File: src/msd_slot_demux_regs.vh
// register offsets, entry fields and reset values of the subchannel slot demux
`ifndef MSD_SLOT_DEMUX_REGS_VH
`define MSD_SLOT_DEMUX_REGS_VH

// ----------------------------------------
// register word addresses
// ----------------------------------------
`define MSD_RX_TABLE_BASE  7'h00
`define MSD_TX_TABLE_BASE  7'h20
`define MSD_MODE_ADDR      7'h40
`define MSD_STATUS_ADDR    7'h41
`define MSD_TABLE_SEL_MSB  6
`define MSD_TABLE_SEL_LSB  5
`define MSD_SEL_RX         2'h0
`define MSD_SEL_TX         2'h1

// ----------------------------------------
// slot table entry fields
// ----------------------------------------
`define MSD_ENTRY_VALID    15
`define MSD_ENTRY_WRAP     14
`define MSD_MASK_HI_MSB    13
`define MSD_MASK_HI_LSB    12
`define MSD_ENTRY_LAST     11
`define MSD_CHAN_MSB       10
`define MSD_CHAN_LSB       6
`define MSD_MASK_LO_MSB    5
`define MSD_MASK_LO_LSB    0
`define MSD_PARAM_LOW_ZERO 6'h00

// ----------------------------------------
// reset values
// ----------------------------------------
`define MSD_ENTRY_RST      16'h0000
`define MSD_MODE_RST       32'h00000000
`define MSD_IDLE_BYTE      8'hff
`define MSD_FIRST_BIT_POS  3'h7
`define MSD_LAST_BIT_POS   3'h7

`endif

File: src/msd_slot_walker.v
// walks slot table entries for one 8-bit slot, one bit position per cycle
`timescale 1ns/1ps
`default_nettype none
`include "msd_slot_demux_regs.vh"

module msd_slot_walker #(
  parameter IDXW = 5
) (
  // clock, reset, enable
  input  wire            ref_clk,
  input  wire            reset,
  input  wire            clkEn,
  // slot timing
  input  wire            frameStart,
  input  wire            slotStart,
  input  wire [7:0]      slotByte,
  // table access
  output wire [IDXW-1:0] entryIdx,
  input  wire [15:0]     entry,
  // bit stream to and from the serial controller
  output wire            bitStrobe,
  output wire            bitValue,
  input  wire            bitIn,
  output wire [7:0]      outByte,
  output wire            busy
);

  reg [IDXW-1:0] ptrReg;
  reg [2:0]      posReg;
  reg            runReg;
  reg [7:0]      byteReg;

  wire [7:0] mask = {entry[`MSD_MASK_HI_MSB:`MSD_MASK_HI_LSB],
                     entry[`MSD_MASK_LO_MSB:`MSD_MASK_LO_LSB]};

  // only valid entries with a set mask bit touch the channel; others skip silently
  wire take = runReg & entry[`MSD_ENTRY_VALID] & mask[posReg];

  assign entryIdx  = ptrReg;
  assign bitStrobe = take;
  assign bitValue  = byteReg[posReg];
  assign outByte   = byteReg;
  assign busy      = runReg;

  // ----------------------------------------
  // entry sequencing
  // ----------------------------------------
  // one cycle per bit position keeps the walk far shorter than a link slot
  always @(posedge ref_clk)
  begin
    if (reset)
    begin
      ptrReg  <= {IDXW{1'b0}};
      posReg  <= `MSD_FIRST_BIT_POS;
      runReg  <= 1'b0;
      byteReg <= `MSD_IDLE_BYTE;
    end
    else if (clkEn)
    begin
      if (frameStart)
      begin
        ptrReg <= {IDXW{1'b0}};         // frame sync restarts at entry 0
        runReg <= 1'b0;
      end
      else if (!runReg && slotStart)
      begin
        byteReg <= slotByte;
        posReg  <= `MSD_FIRST_BIT_POS;
        runReg  <= 1'b1;
      end
      else if (runReg)
      begin
        if (take)
          byteReg[posReg] <= bitIn;
        if (posReg == 3'h0)
        begin
          // every entry of a slot sees the same byte, in table order
          ptrReg <= entry[`MSD_ENTRY_WRAP] ? {IDXW{1'b0}} : ptrReg + 1'b1;
          posReg <= `MSD_FIRST_BIT_POS;
          if (entry[`MSD_ENTRY_LAST])
            runReg <= 1'b0;
        end
        else
          posReg <= posReg - 3'h1;
      end
    end
  end

endmodule
`default_nettype wire

File: src/msd_slot_demux.v
// subchannel slot demultiplexer: link framing, slot tables, controller port
`timescale 1ns/1ps
`default_nettype none
`include "msd_slot_demux_regs.vh"

module msd_slot_demux #(
  parameter NCHAN = 32,
  parameter IDXW  = 5
) (
  // clock, reset, enable
  input  wire        ref_clk,
  input  wire        reset,
  input  wire        clkEn,
  // register port
  input  wire [6:0]  regAddr,
  input  wire [31:0] regWdata,
  input  wire        regWr,
  input  wire        regRd,
  output reg  [31:0] regRdata,
  // link pins
  input  wire        linkBitClk,
  input  wire        linkFrameSync,
  input  wire        linkRxData,
  output reg         linkTxData,
  // receive side of the serial controller
  output reg         rxBitStrobe,
  output reg         rxBit,
  output reg  [4:0]  rxChan,
  output wire [10:0] rxParamAddr,
  output reg         rxHdlc,
  // transmit side of the serial controller
  output wire        txBitReq,
  output wire [4:0]  txChan,
  output wire [10:0] txParamAddr,
  output wire        txHdlc,
  input  wire        txBitIn
);

  // ----------------------------------------
  // configuration storage
  // ----------------------------------------
  reg [15:0]      rxTable [0:NCHAN-1];
  reg [15:0]      txTable [0:NCHAN-1];
  reg [NCHAN-1:0] modeReg;   // 1 = HDLC, 0 = transparent

  wire [IDXW-1:0] rxIdx;
  wire [IDXW-1:0] txIdx;
  wire            rxBusy;
  wire            txBusy;
  wire [15:0]     rxEntry = rxTable[rxIdx];
  wire [15:0]     txEntry = txTable[txIdx];

  integer i;

  // table and mode writes; reads answer one cycle later
  always @(posedge ref_clk)
  begin
    if (reset)
    begin
      for (i = 0; i < NCHAN; i = i + 1)
      begin
        rxTable[i] <= `MSD_ENTRY_RST;
        txTable[i] <= `MSD_ENTRY_RST;
      end
      modeReg  <= `MSD_MODE_RST;
      regRdata <= 32'h00000000;
    end
    else if (clkEn)
    begin
      if (regWr)
      begin
        if (regAddr[`MSD_TABLE_SEL_MSB:`MSD_TABLE_SEL_LSB] == `MSD_SEL_RX)
          rxTable[regAddr[IDXW-1:0]] <= regWdata[15:0];
        else if (regAddr[`MSD_TABLE_SEL_MSB:`MSD_TABLE_SEL_LSB] == `MSD_SEL_TX)
          txTable[regAddr[IDXW-1:0]] <= regWdata[15:0];
        else if (regAddr == `MSD_MODE_ADDR)
          modeReg <= regWdata[NCHAN-1:0];
      end
      regRdata <= 32'h00000000;
      if (regRd)
      begin
        if (regAddr[`MSD_TABLE_SEL_MSB:`MSD_TABLE_SEL_LSB] == `MSD_SEL_RX)
          regRdata <= {16'h0000, rxTable[regAddr[IDXW-1:0]]};
        else if (regAddr[`MSD_TABLE_SEL_MSB:`MSD_TABLE_SEL_LSB] == `MSD_SEL_TX)
          regRdata <= {16'h0000, txTable[regAddr[IDXW-1:0]]};
        else if (regAddr == `MSD_MODE_ADDR)
          regRdata <= modeReg;
        else if (regAddr == `MSD_STATUS_ADDR)
          regRdata <= {17'h00000, txIdx, 3'h0, rxIdx, rxBusy, txBusy};
      end
    end
  end

  // ----------------------------------------
  // link pin synchronisers
  // ----------------------------------------
  reg [2:0] bitClkSync;
  reg [2:0] fsSync;
  reg [1:0] rxSync;

  // third stage only feeds edge detection, never the first stage
  always @(posedge ref_clk)
  begin
    if (reset)
    begin
      bitClkSync <= 3'h0;
      fsSync     <= 3'h0;
      rxSync     <= 2'h0;
    end
    else if (clkEn)
    begin
      bitClkSync <= {bitClkSync[1:0], linkBitClk};
      fsSync     <= {fsSync[1:0], linkFrameSync};
      rxSync     <= {rxSync[0], linkRxData};
    end
  end

  wire bitEdge = bitClkSync[1] & ~bitClkSync[2];
  wire fsRise  = fsSync[1] & ~fsSync[2];
  wire rxIn    = rxSync[1];

  // ----------------------------------------
  // slot framing
  // ----------------------------------------
  reg [2:0] bitCnt;
  reg [6:0] rxShift;
  reg [7:0] rxSlotByte;
  reg       rxSlotStart;
  reg [7:0] txShift;
  reg       txSlotStart;
  wire [7:0] txNextByte;

  // transmit runs one slot behind: byte n+1 is built while byte n shifts out
  always @(posedge ref_clk)
  begin
    if (reset)
    begin
      bitCnt      <= 3'h0;
      rxShift     <= 7'h00;
      rxSlotByte  <= `MSD_IDLE_BYTE;
      rxSlotStart <= 1'b0;
      txShift     <= `MSD_IDLE_BYTE;
      txSlotStart <= 1'b0;
      linkTxData  <= 1'b1;
    end
    else if (clkEn)
    begin
      rxSlotStart <= 1'b0;
      txSlotStart <= 1'b0;
      if (fsRise)
        bitCnt <= 3'h0;
      else if (bitEdge)
      begin
        bitCnt  <= bitCnt + 3'h1;
        rxShift <= {rxShift[5:0], rxIn};
        if (bitCnt == `MSD_LAST_BIT_POS)
        begin
          rxSlotByte  <= {rxShift, rxIn}; // whole slot to one engine
          rxSlotStart <= 1'b1;
        end
        if (bitCnt == 3'h0)
        begin
          linkTxData  <= txNextByte[7];
          txShift     <= {txNextByte[6:0], 1'b1};
          txSlotStart <= 1'b1;
        end
        else
        begin
          linkTxData <= txShift[7];
          txShift    <= {txShift[6:0], 1'b1};
        end
      end
    end
  end

  // ----------------------------------------
  // receive and transmit table walkers
  // ----------------------------------------
  wire rxTake;
  wire rxValue;

  msd_slot_walker #(.IDXW(IDXW)) rxWalker (
    .ref_clk    (ref_clk),
    .reset      (reset),
    .clkEn      (clkEn),
    .frameStart (fsRise),
    .slotStart  (rxSlotStart),
    .slotByte   (rxSlotByte),
    .entryIdx   (rxIdx),
    .entry      (rxEntry),
    .bitStrobe  (rxTake),
    .bitValue   (rxValue),
    .bitIn      (rxValue),
    .outByte    (),
    .busy       (rxBusy)
  );

  // invalid transmit entries leave the idle ones in place
  msd_slot_walker #(.IDXW(IDXW)) txWalker (
    .ref_clk    (ref_clk),
    .reset      (reset),
    .clkEn      (clkEn),
    .frameStart (fsRise),
    .slotStart  (txSlotStart),
    .slotByte   (`MSD_IDLE_BYTE),
    .entryIdx   (txIdx),
    .entry      (txEntry),
    .bitStrobe  (txBitReq),
    .bitValue   (),
    .bitIn      (txBitIn),
    .outByte    (txNextByte),
    .busy       (txBusy)
  );

  // ----------------------------------------
  // serial controller outputs
  // ----------------------------------------
  wire [4:0] rxSel = rxEntry[`MSD_CHAN_MSB:`MSD_CHAN_LSB];

  // receive bits registered so data leaves from flip-flops
  always @(posedge ref_clk)
  begin
    if (reset)
    begin
      rxBitStrobe <= 1'b0;
      rxBit       <= 1'b0;
      rxChan      <= 5'h00;
      rxHdlc      <= 1'b0;
    end
    else if (clkEn)
    begin
      rxBitStrobe <= rxTake;
      if (rxTake)
      begin
        rxBit  <= rxValue;
        rxChan <= rxSel;
        rxHdlc <= modeReg[rxSel];
      end
    end
  end

  // transmit request is a same-cycle handshake; txBitIn answers it
  assign txChan      = txEntry[`MSD_CHAN_MSB:`MSD_CHAN_LSB];
  assign txHdlc      = modeReg[txChan];
  assign rxParamAddr = {rxChan, `MSD_PARAM_LOW_ZERO};
  assign txParamAddr = {txChan, `MSD_PARAM_LOW_ZERO};

endmodule
`default_nettype wire

File: config.mk
export PLATFORM = sky130hd
export DESIGN_NAME = msd_slot_demux
export DESIGN_NICKNAME = d
export VERILOG_FILES = /design/src/msd_slot_walker.v /design/src/msd_slot_demux.v
export VERILOG_INCLUDE_DIRS = /design/src
export SDC_FILE = /design/constraint.sdc
export NUM_CORES = 2
export LEC_CHECK = 0
export BUFFER_PORTS_ARGS = -buffer_cell sky130_fd_sc_hd__buf_4
export CAP_MARGIN = 25
export CORE_MARGIN = 10
export CORE_UTILIZATION = 45
export CTS_BUF_LIST = sky130_fd_sc_hd__clkbuf_4
export DETAILED_ROUTE_END_ITERATION = 12
export PLACE_DENSITY = 0.6
export SYNTH_ARGS = -nofsm -noshare
export SYNTH_HDL_FRONTEND = slang
export SYNTH_SLANG_ARGS = --single-unit
File: constraint.sdc
create_clock -name ref_clk -period 8.1 [get_ports ref_clk]
set_input_delay 0 -clock ref_clk [delete_from_list [all_inputs] [get_ports ref_clk]]
set_output_delay 0 -clock ref_clk [all_outputs]
set_load 0.1 [all_outputs]
---- Yosys cells after proc, flatten, opt, wreduce, memory -nomap -nowiden ----
Memories as Yosys holds them, arrays and structs flattened. A register that Yosys moved wholly into a read port is not among the register bits.
Cells that the tools add are included.
storage, ports and cells
  memories kept ........................... 2
  output and inout port bits .............. 70
  word-level logic and storage cells ...... 172
  bits in writable memories ............... 1024
  bits of input ports ..................... 48
  register bits ........................... 143
operators by class
  multiplexer cells ....................... 86
  equal/unequal tests ..................... 6
  magnitude comparators ................... 6
  add/subtract/negate cells ............... 5
  reduce and logical (&&, ||, !) cells .... 32
  bitwise gates (word level) .............. 11
memory list
  name     depth  bits a word  read ports  clocked after memory_dff  wr ports  RTL line             source
  rxTable  32     16           2           1                         32        msd_slot_demux.v:42  reg [15:0] rxTable [0:NCHAN-1];
  txTable  32     16           2           1                         32        msd_slot_demux.v:43  reg [15:0] txTable [0:NCHAN-1];
operators by type and width
  cell                 count
  $mux 32              4
  $mux 5               16
  $mux 8               7
  $mux 1               39
  $mux 16              2
  $reduce_or 16->1     2
  $mux 3               8
  $reduce_and 4->1     5
  $reduce_bool 2->1    9
  $bwmux 8             2
  $mux 15              1
  $eq 7x7->1 const B   2
  $lt 5x6->1 const B   2
  $add 5x1->5 const B  2
  $bmux 1 s5           2
  $bmux 1 s3           3
  $logic_not 3->1      3
  $reduce_and 3->1     3
  $lt 3x4->1 const B   2
  $and 1x1->1          6
  $demux 1 s3          2
  $ge 3x1->1 const B   2
  $sub 3x1->3 const B  2
  $not 1->1            5
  other kinds (9)      15

---- Longest topological paths before layout ----
  depth after elaboration ................. 9
  mapped depth ............................ 15
  gate-level depth less buffers ........... 9

---- Modules after synthesis ----
A second synthesis with hierarchy kept.
second synthesis, totals
  cell total of the unflattened synthesis .. 4271
  area, all modules ....................... 61859.3 um2
by module, submodules not included
  module                       instances  area an instance (um2)  cells an instance  sequential area each (um2)
  msd_slot_demux               1          59424.5                 3992               32911.6
  msd_slot_walker at txWalker  1          1257.5                  142                340.3
  msd_slot_walker at rxWalker  1          1177.4                  137                340.3

---- Least setup slack after synthesis ----
No wires, ideal clock.
  kind .................................... register to output
  start ................................... reg (tool-made name)
  end ..................................... out txHdlc
  required time ........................... 8.100 ns
  data arrival time ....................... 4.074 ns
  buffers on the path ..................... 5
  path slack .............................. 4.026 ns
  cell stages (with the launch flop) ...... 11
  cell sequence ........................... dfxtp_1 -> buf_4 -> buf_4 -> buf_4 -> buf_1 -> buf_1 -> mux4_2 -> mux4_2 -> mux2_2 -> nand4b_1 -> nand4_1
RTL lines
  what       RTL line             source
  to (decl)  msd_slot_demux.v:35  output wire txHdlc,

==> flow_metrics.py <==
metrics = {
    "run_status": {
        "status": "complete, no violations",
    },
    "sta": {
        "final_hold_viol_count": 0,
        "finalWorstSetupSlack_ns": 2.57,
        "fin_setup_tns_ns": 0,
        "clock.fmax_ghz": 0.181,
        "slew_headroom_pct": 27.4,
        "slew_violations": 0,
        "grt_setup_unrepaired": "no",
        "final-setup-viol-count": 0,
        "min_period_over_period_pct": 68.3,
        "period_minus_slack_ns": 5.53,
        "worst_pin_slew_ns": 1.08,
        "fin_skew_ns": 0.0868,
        "hold_ws_ns": 0.0865,
    },
    "routing": {
        "wirelength_um": 227000,
        "drc": 0,
        "ant_nets": 0,
        "vias_per_cell": 6.40,
        "dr.first_iter.drc_count": 6577,
        "wl_per_cell_um": 34.1,
        "vias": 42600,
        "first_pass_iters": 8,
    },
    "synth": {
        "ys_seq_area_share_pct": 54.7,
        "synthTopCellsByCount": "and2_1, edfxtp_1, mux4_2",
        "netlist_area_sq_um": 61800,
        "ys_ff_latch": 1176,
        "synth.area.top_cells": "edfxtp_1, mux4_2, and2_1",
        "synth_top_family_by_area": "multiplexers",
        "synth_cell_types": 71,
        "synth.area.mux_share_pct": 22.5,
        "synth_xor_area_share_pct": 0.0709,
        "yosys.area_share.simple_pct": 15.0,
        "synth_warnings": 0,
        "synth_compound_area_share_pct": 4.21,
        "synthMostInstantiatedCell": "and2_1",
        "syn_area_per_cell_sq_um": 14.2,
        "synth-edff-count": 1024,
        "yosysTopAreaCell": "edfxtp_1",
        "synthFlopType": "edfxtp_1",
        "async_flop_share_pct": 0,
        "synthAdderAreaFrac_pct": 0.182,
        "synth_top_area_share_pct": 49.8,
        "syn_inst": 4345,
    },
    "global_routing": {
        "antenna_found_initial": 21,
        "grt_overflow": 0,
        "grt_pass1_wl_um": 317000,
        "grt_max_degree": 133,
        "grt_pass1_vias": 41200,
        "grt_util_all_layers_pct": 29.3,
    },
    "place": {
        "gp_congestion": 0.916,
        "pre_cts_ws_ns": 3.77,
        "dp_cells": 5928,
        "portBuffers": 105,
        "place_area_sq_um": 63900,
        "hpwl_um": 137000,
    },
    "cells_and_area": {
        "layout.nets": 4708,
        "design_area_sq_um": 69800,
        "utilization_pct": 51.3,
        "drive_gt1_share_pct": 29.0,
        "final_cells": 6650,
        "nFillCells": 11400,
        "layout-area-overhead-vs-synth_pct": 12.9,
    },
    "pwr": {
        "ir_drop_mv": 0.149,
        "power_mw": 13.8,
        "p_leak_nw": 24.0,
        "powerDensity_nw_per_um2": 198,
    },
    "worst_setup_path": {
        "setup.worst_path.end_class": "primary output",
        "worst_setup_path_start_kind": "flip-flop",
        "criticalPathCategory": "flip-flop to primary output",
        "crit_slowest_cell": "dfxtp_4",
        "worst_ep_arrival_time_ns": 5.53,
        "path_cells": "buf_4 > mux4_2 > mux4_2 > mux2i_4 > inv_1 > nand2_1 > a32oi_1 > nand4b_1 > nand4_1 > buf_4",
        "crit_required_ns": 8.10,
        "path_max_fanout": 34,
        "cp_slowest_stage_delay_ns": 0.78,
    },
    "worst_hold_path": {
        "hold_path_class": "input pin to flip-flop",
    },
    "floorplanning": {
        "row_count": 135,
        "core_sq_um": 136000,
        "die-area_sq_um": 153000,
        "chipWidth_um": 391,
        "num_io_pins": 118,
        "fp.dieH_um": 391,
        "start_util_pct": 45.4,
    },
    "cts": {
        "clock_sinks": 1176,
        "clock_latency_ns": 1.30,
        "root_buffer": "clkbuf_4",
        "clkSlewWorstSetupHoldPaths_ns": 0.06,
        "cts_tree": "done",
        "htreeDepth": 5,
        "cts_setup_buffers": 0,
        "post_cts_resized": 0,
        "clockBufferDepth": 4,
        "cts_hold_buf": 164,
        "cts-buffers-inserted": 334,
    },
    "run": {
        "max-cap-violations": 0,
    },
}
## critical path: cells and delay by family (launching register included)
kind                   cells  cell delay [ns]
AOI/OAI and AO/OA          1             0.10
buffers and inverters      3             1.11
DFF                        1             0.78
and+or+nand+nor            3             0.40
muxes                      3             1.74
## where the power goes
part / total [mW] / internal (mW) / switching, mW
combinational: 1.41 / 0.498 / 0.909
sequential: 6.99 / 6.84 / 0.149
clock: 5.41 / 2.84 / 2.57
## kinds of logic (layout without fill, tap and decap cells)
group / Yosys count / in the layout
simple gates: 1636 / 1636
flops: 1176 / 1176
mux: 685 / 685
buf+inv: 456 / 961
compound gates: 377 / 377
fa+ha+maj: 9 / 9
xor+xnor: 5 / 5
other cells: 1 / 20
## cell usage in the layout (no fill, tap or decap), types with 21 or more instances in the layout
cell type,instances
and2_1,1031
edfxtp_1,1024
mux4_2,553
clkbuf_4,493
buf_4,210
nand2_1,192
nor2_1,167
dlygate4sd3_1,153
dfxtp_1,144
mux2i_1,109
a21oi_1,91
nand3_1,73
a22oi_1,73
or2_2,65
o21ai_0,54
clkinv_1,46
nor2b_1,35
a211o_1,25
inv_1,21
## final timing paths
check / startpoint / to / slack, ns / cells past startpoint
max: flip-flop / txHdlc / 2.57 / 10
min: reset / regRdata[10] / 0.09 / 4
max reg2reg: flip-flop / txWalker.outByte[1] / 3.12 / 11
min reg2reg: txShift[5] / txShift[5] / 0.46 / 1
## state kept, by name, indices dropped and copies added, names as in the netlist, 8 cells and up, named ones only
name              count
rxTable             512
rxWalker.outByte      8
regRdata             32
modeReg              32
txTable             512
txWalker.outByte      8
rxSlotByte            8
## layer usage
metal	vias to the layer above	GRT usage, %	routed length [um]
li1	17200	-	-
met1	21900	39.3	85800
met2	2976	42.9	101000
met3	438	10.4	30800
met4	8	12.3	9430
met5	-	0	50
## layout make-up
| cell class | count | area (sq um) | share of cell area, % |
|---|---|---|---|
| Antenna cell | 8 | 20.0 | 0.0287 |
| Clock inverter | 54 | 285 | 0.409 |
| Timing Repair Buffer | 390 | 3620 | 5.19 |
| Clock buffer | 492 | 3690 | 5.30 |
| Inverter | 25 | 96.3 | 0.138 |
| Multi-Input combinational cell | 2724 | 26000 | 37.3 |
| Sequential cell | 1176 | 33800 | 48.5 |
| Tap cell | 1781 | 2230 | 3.19 |
(Power assumes the default switching activity.)
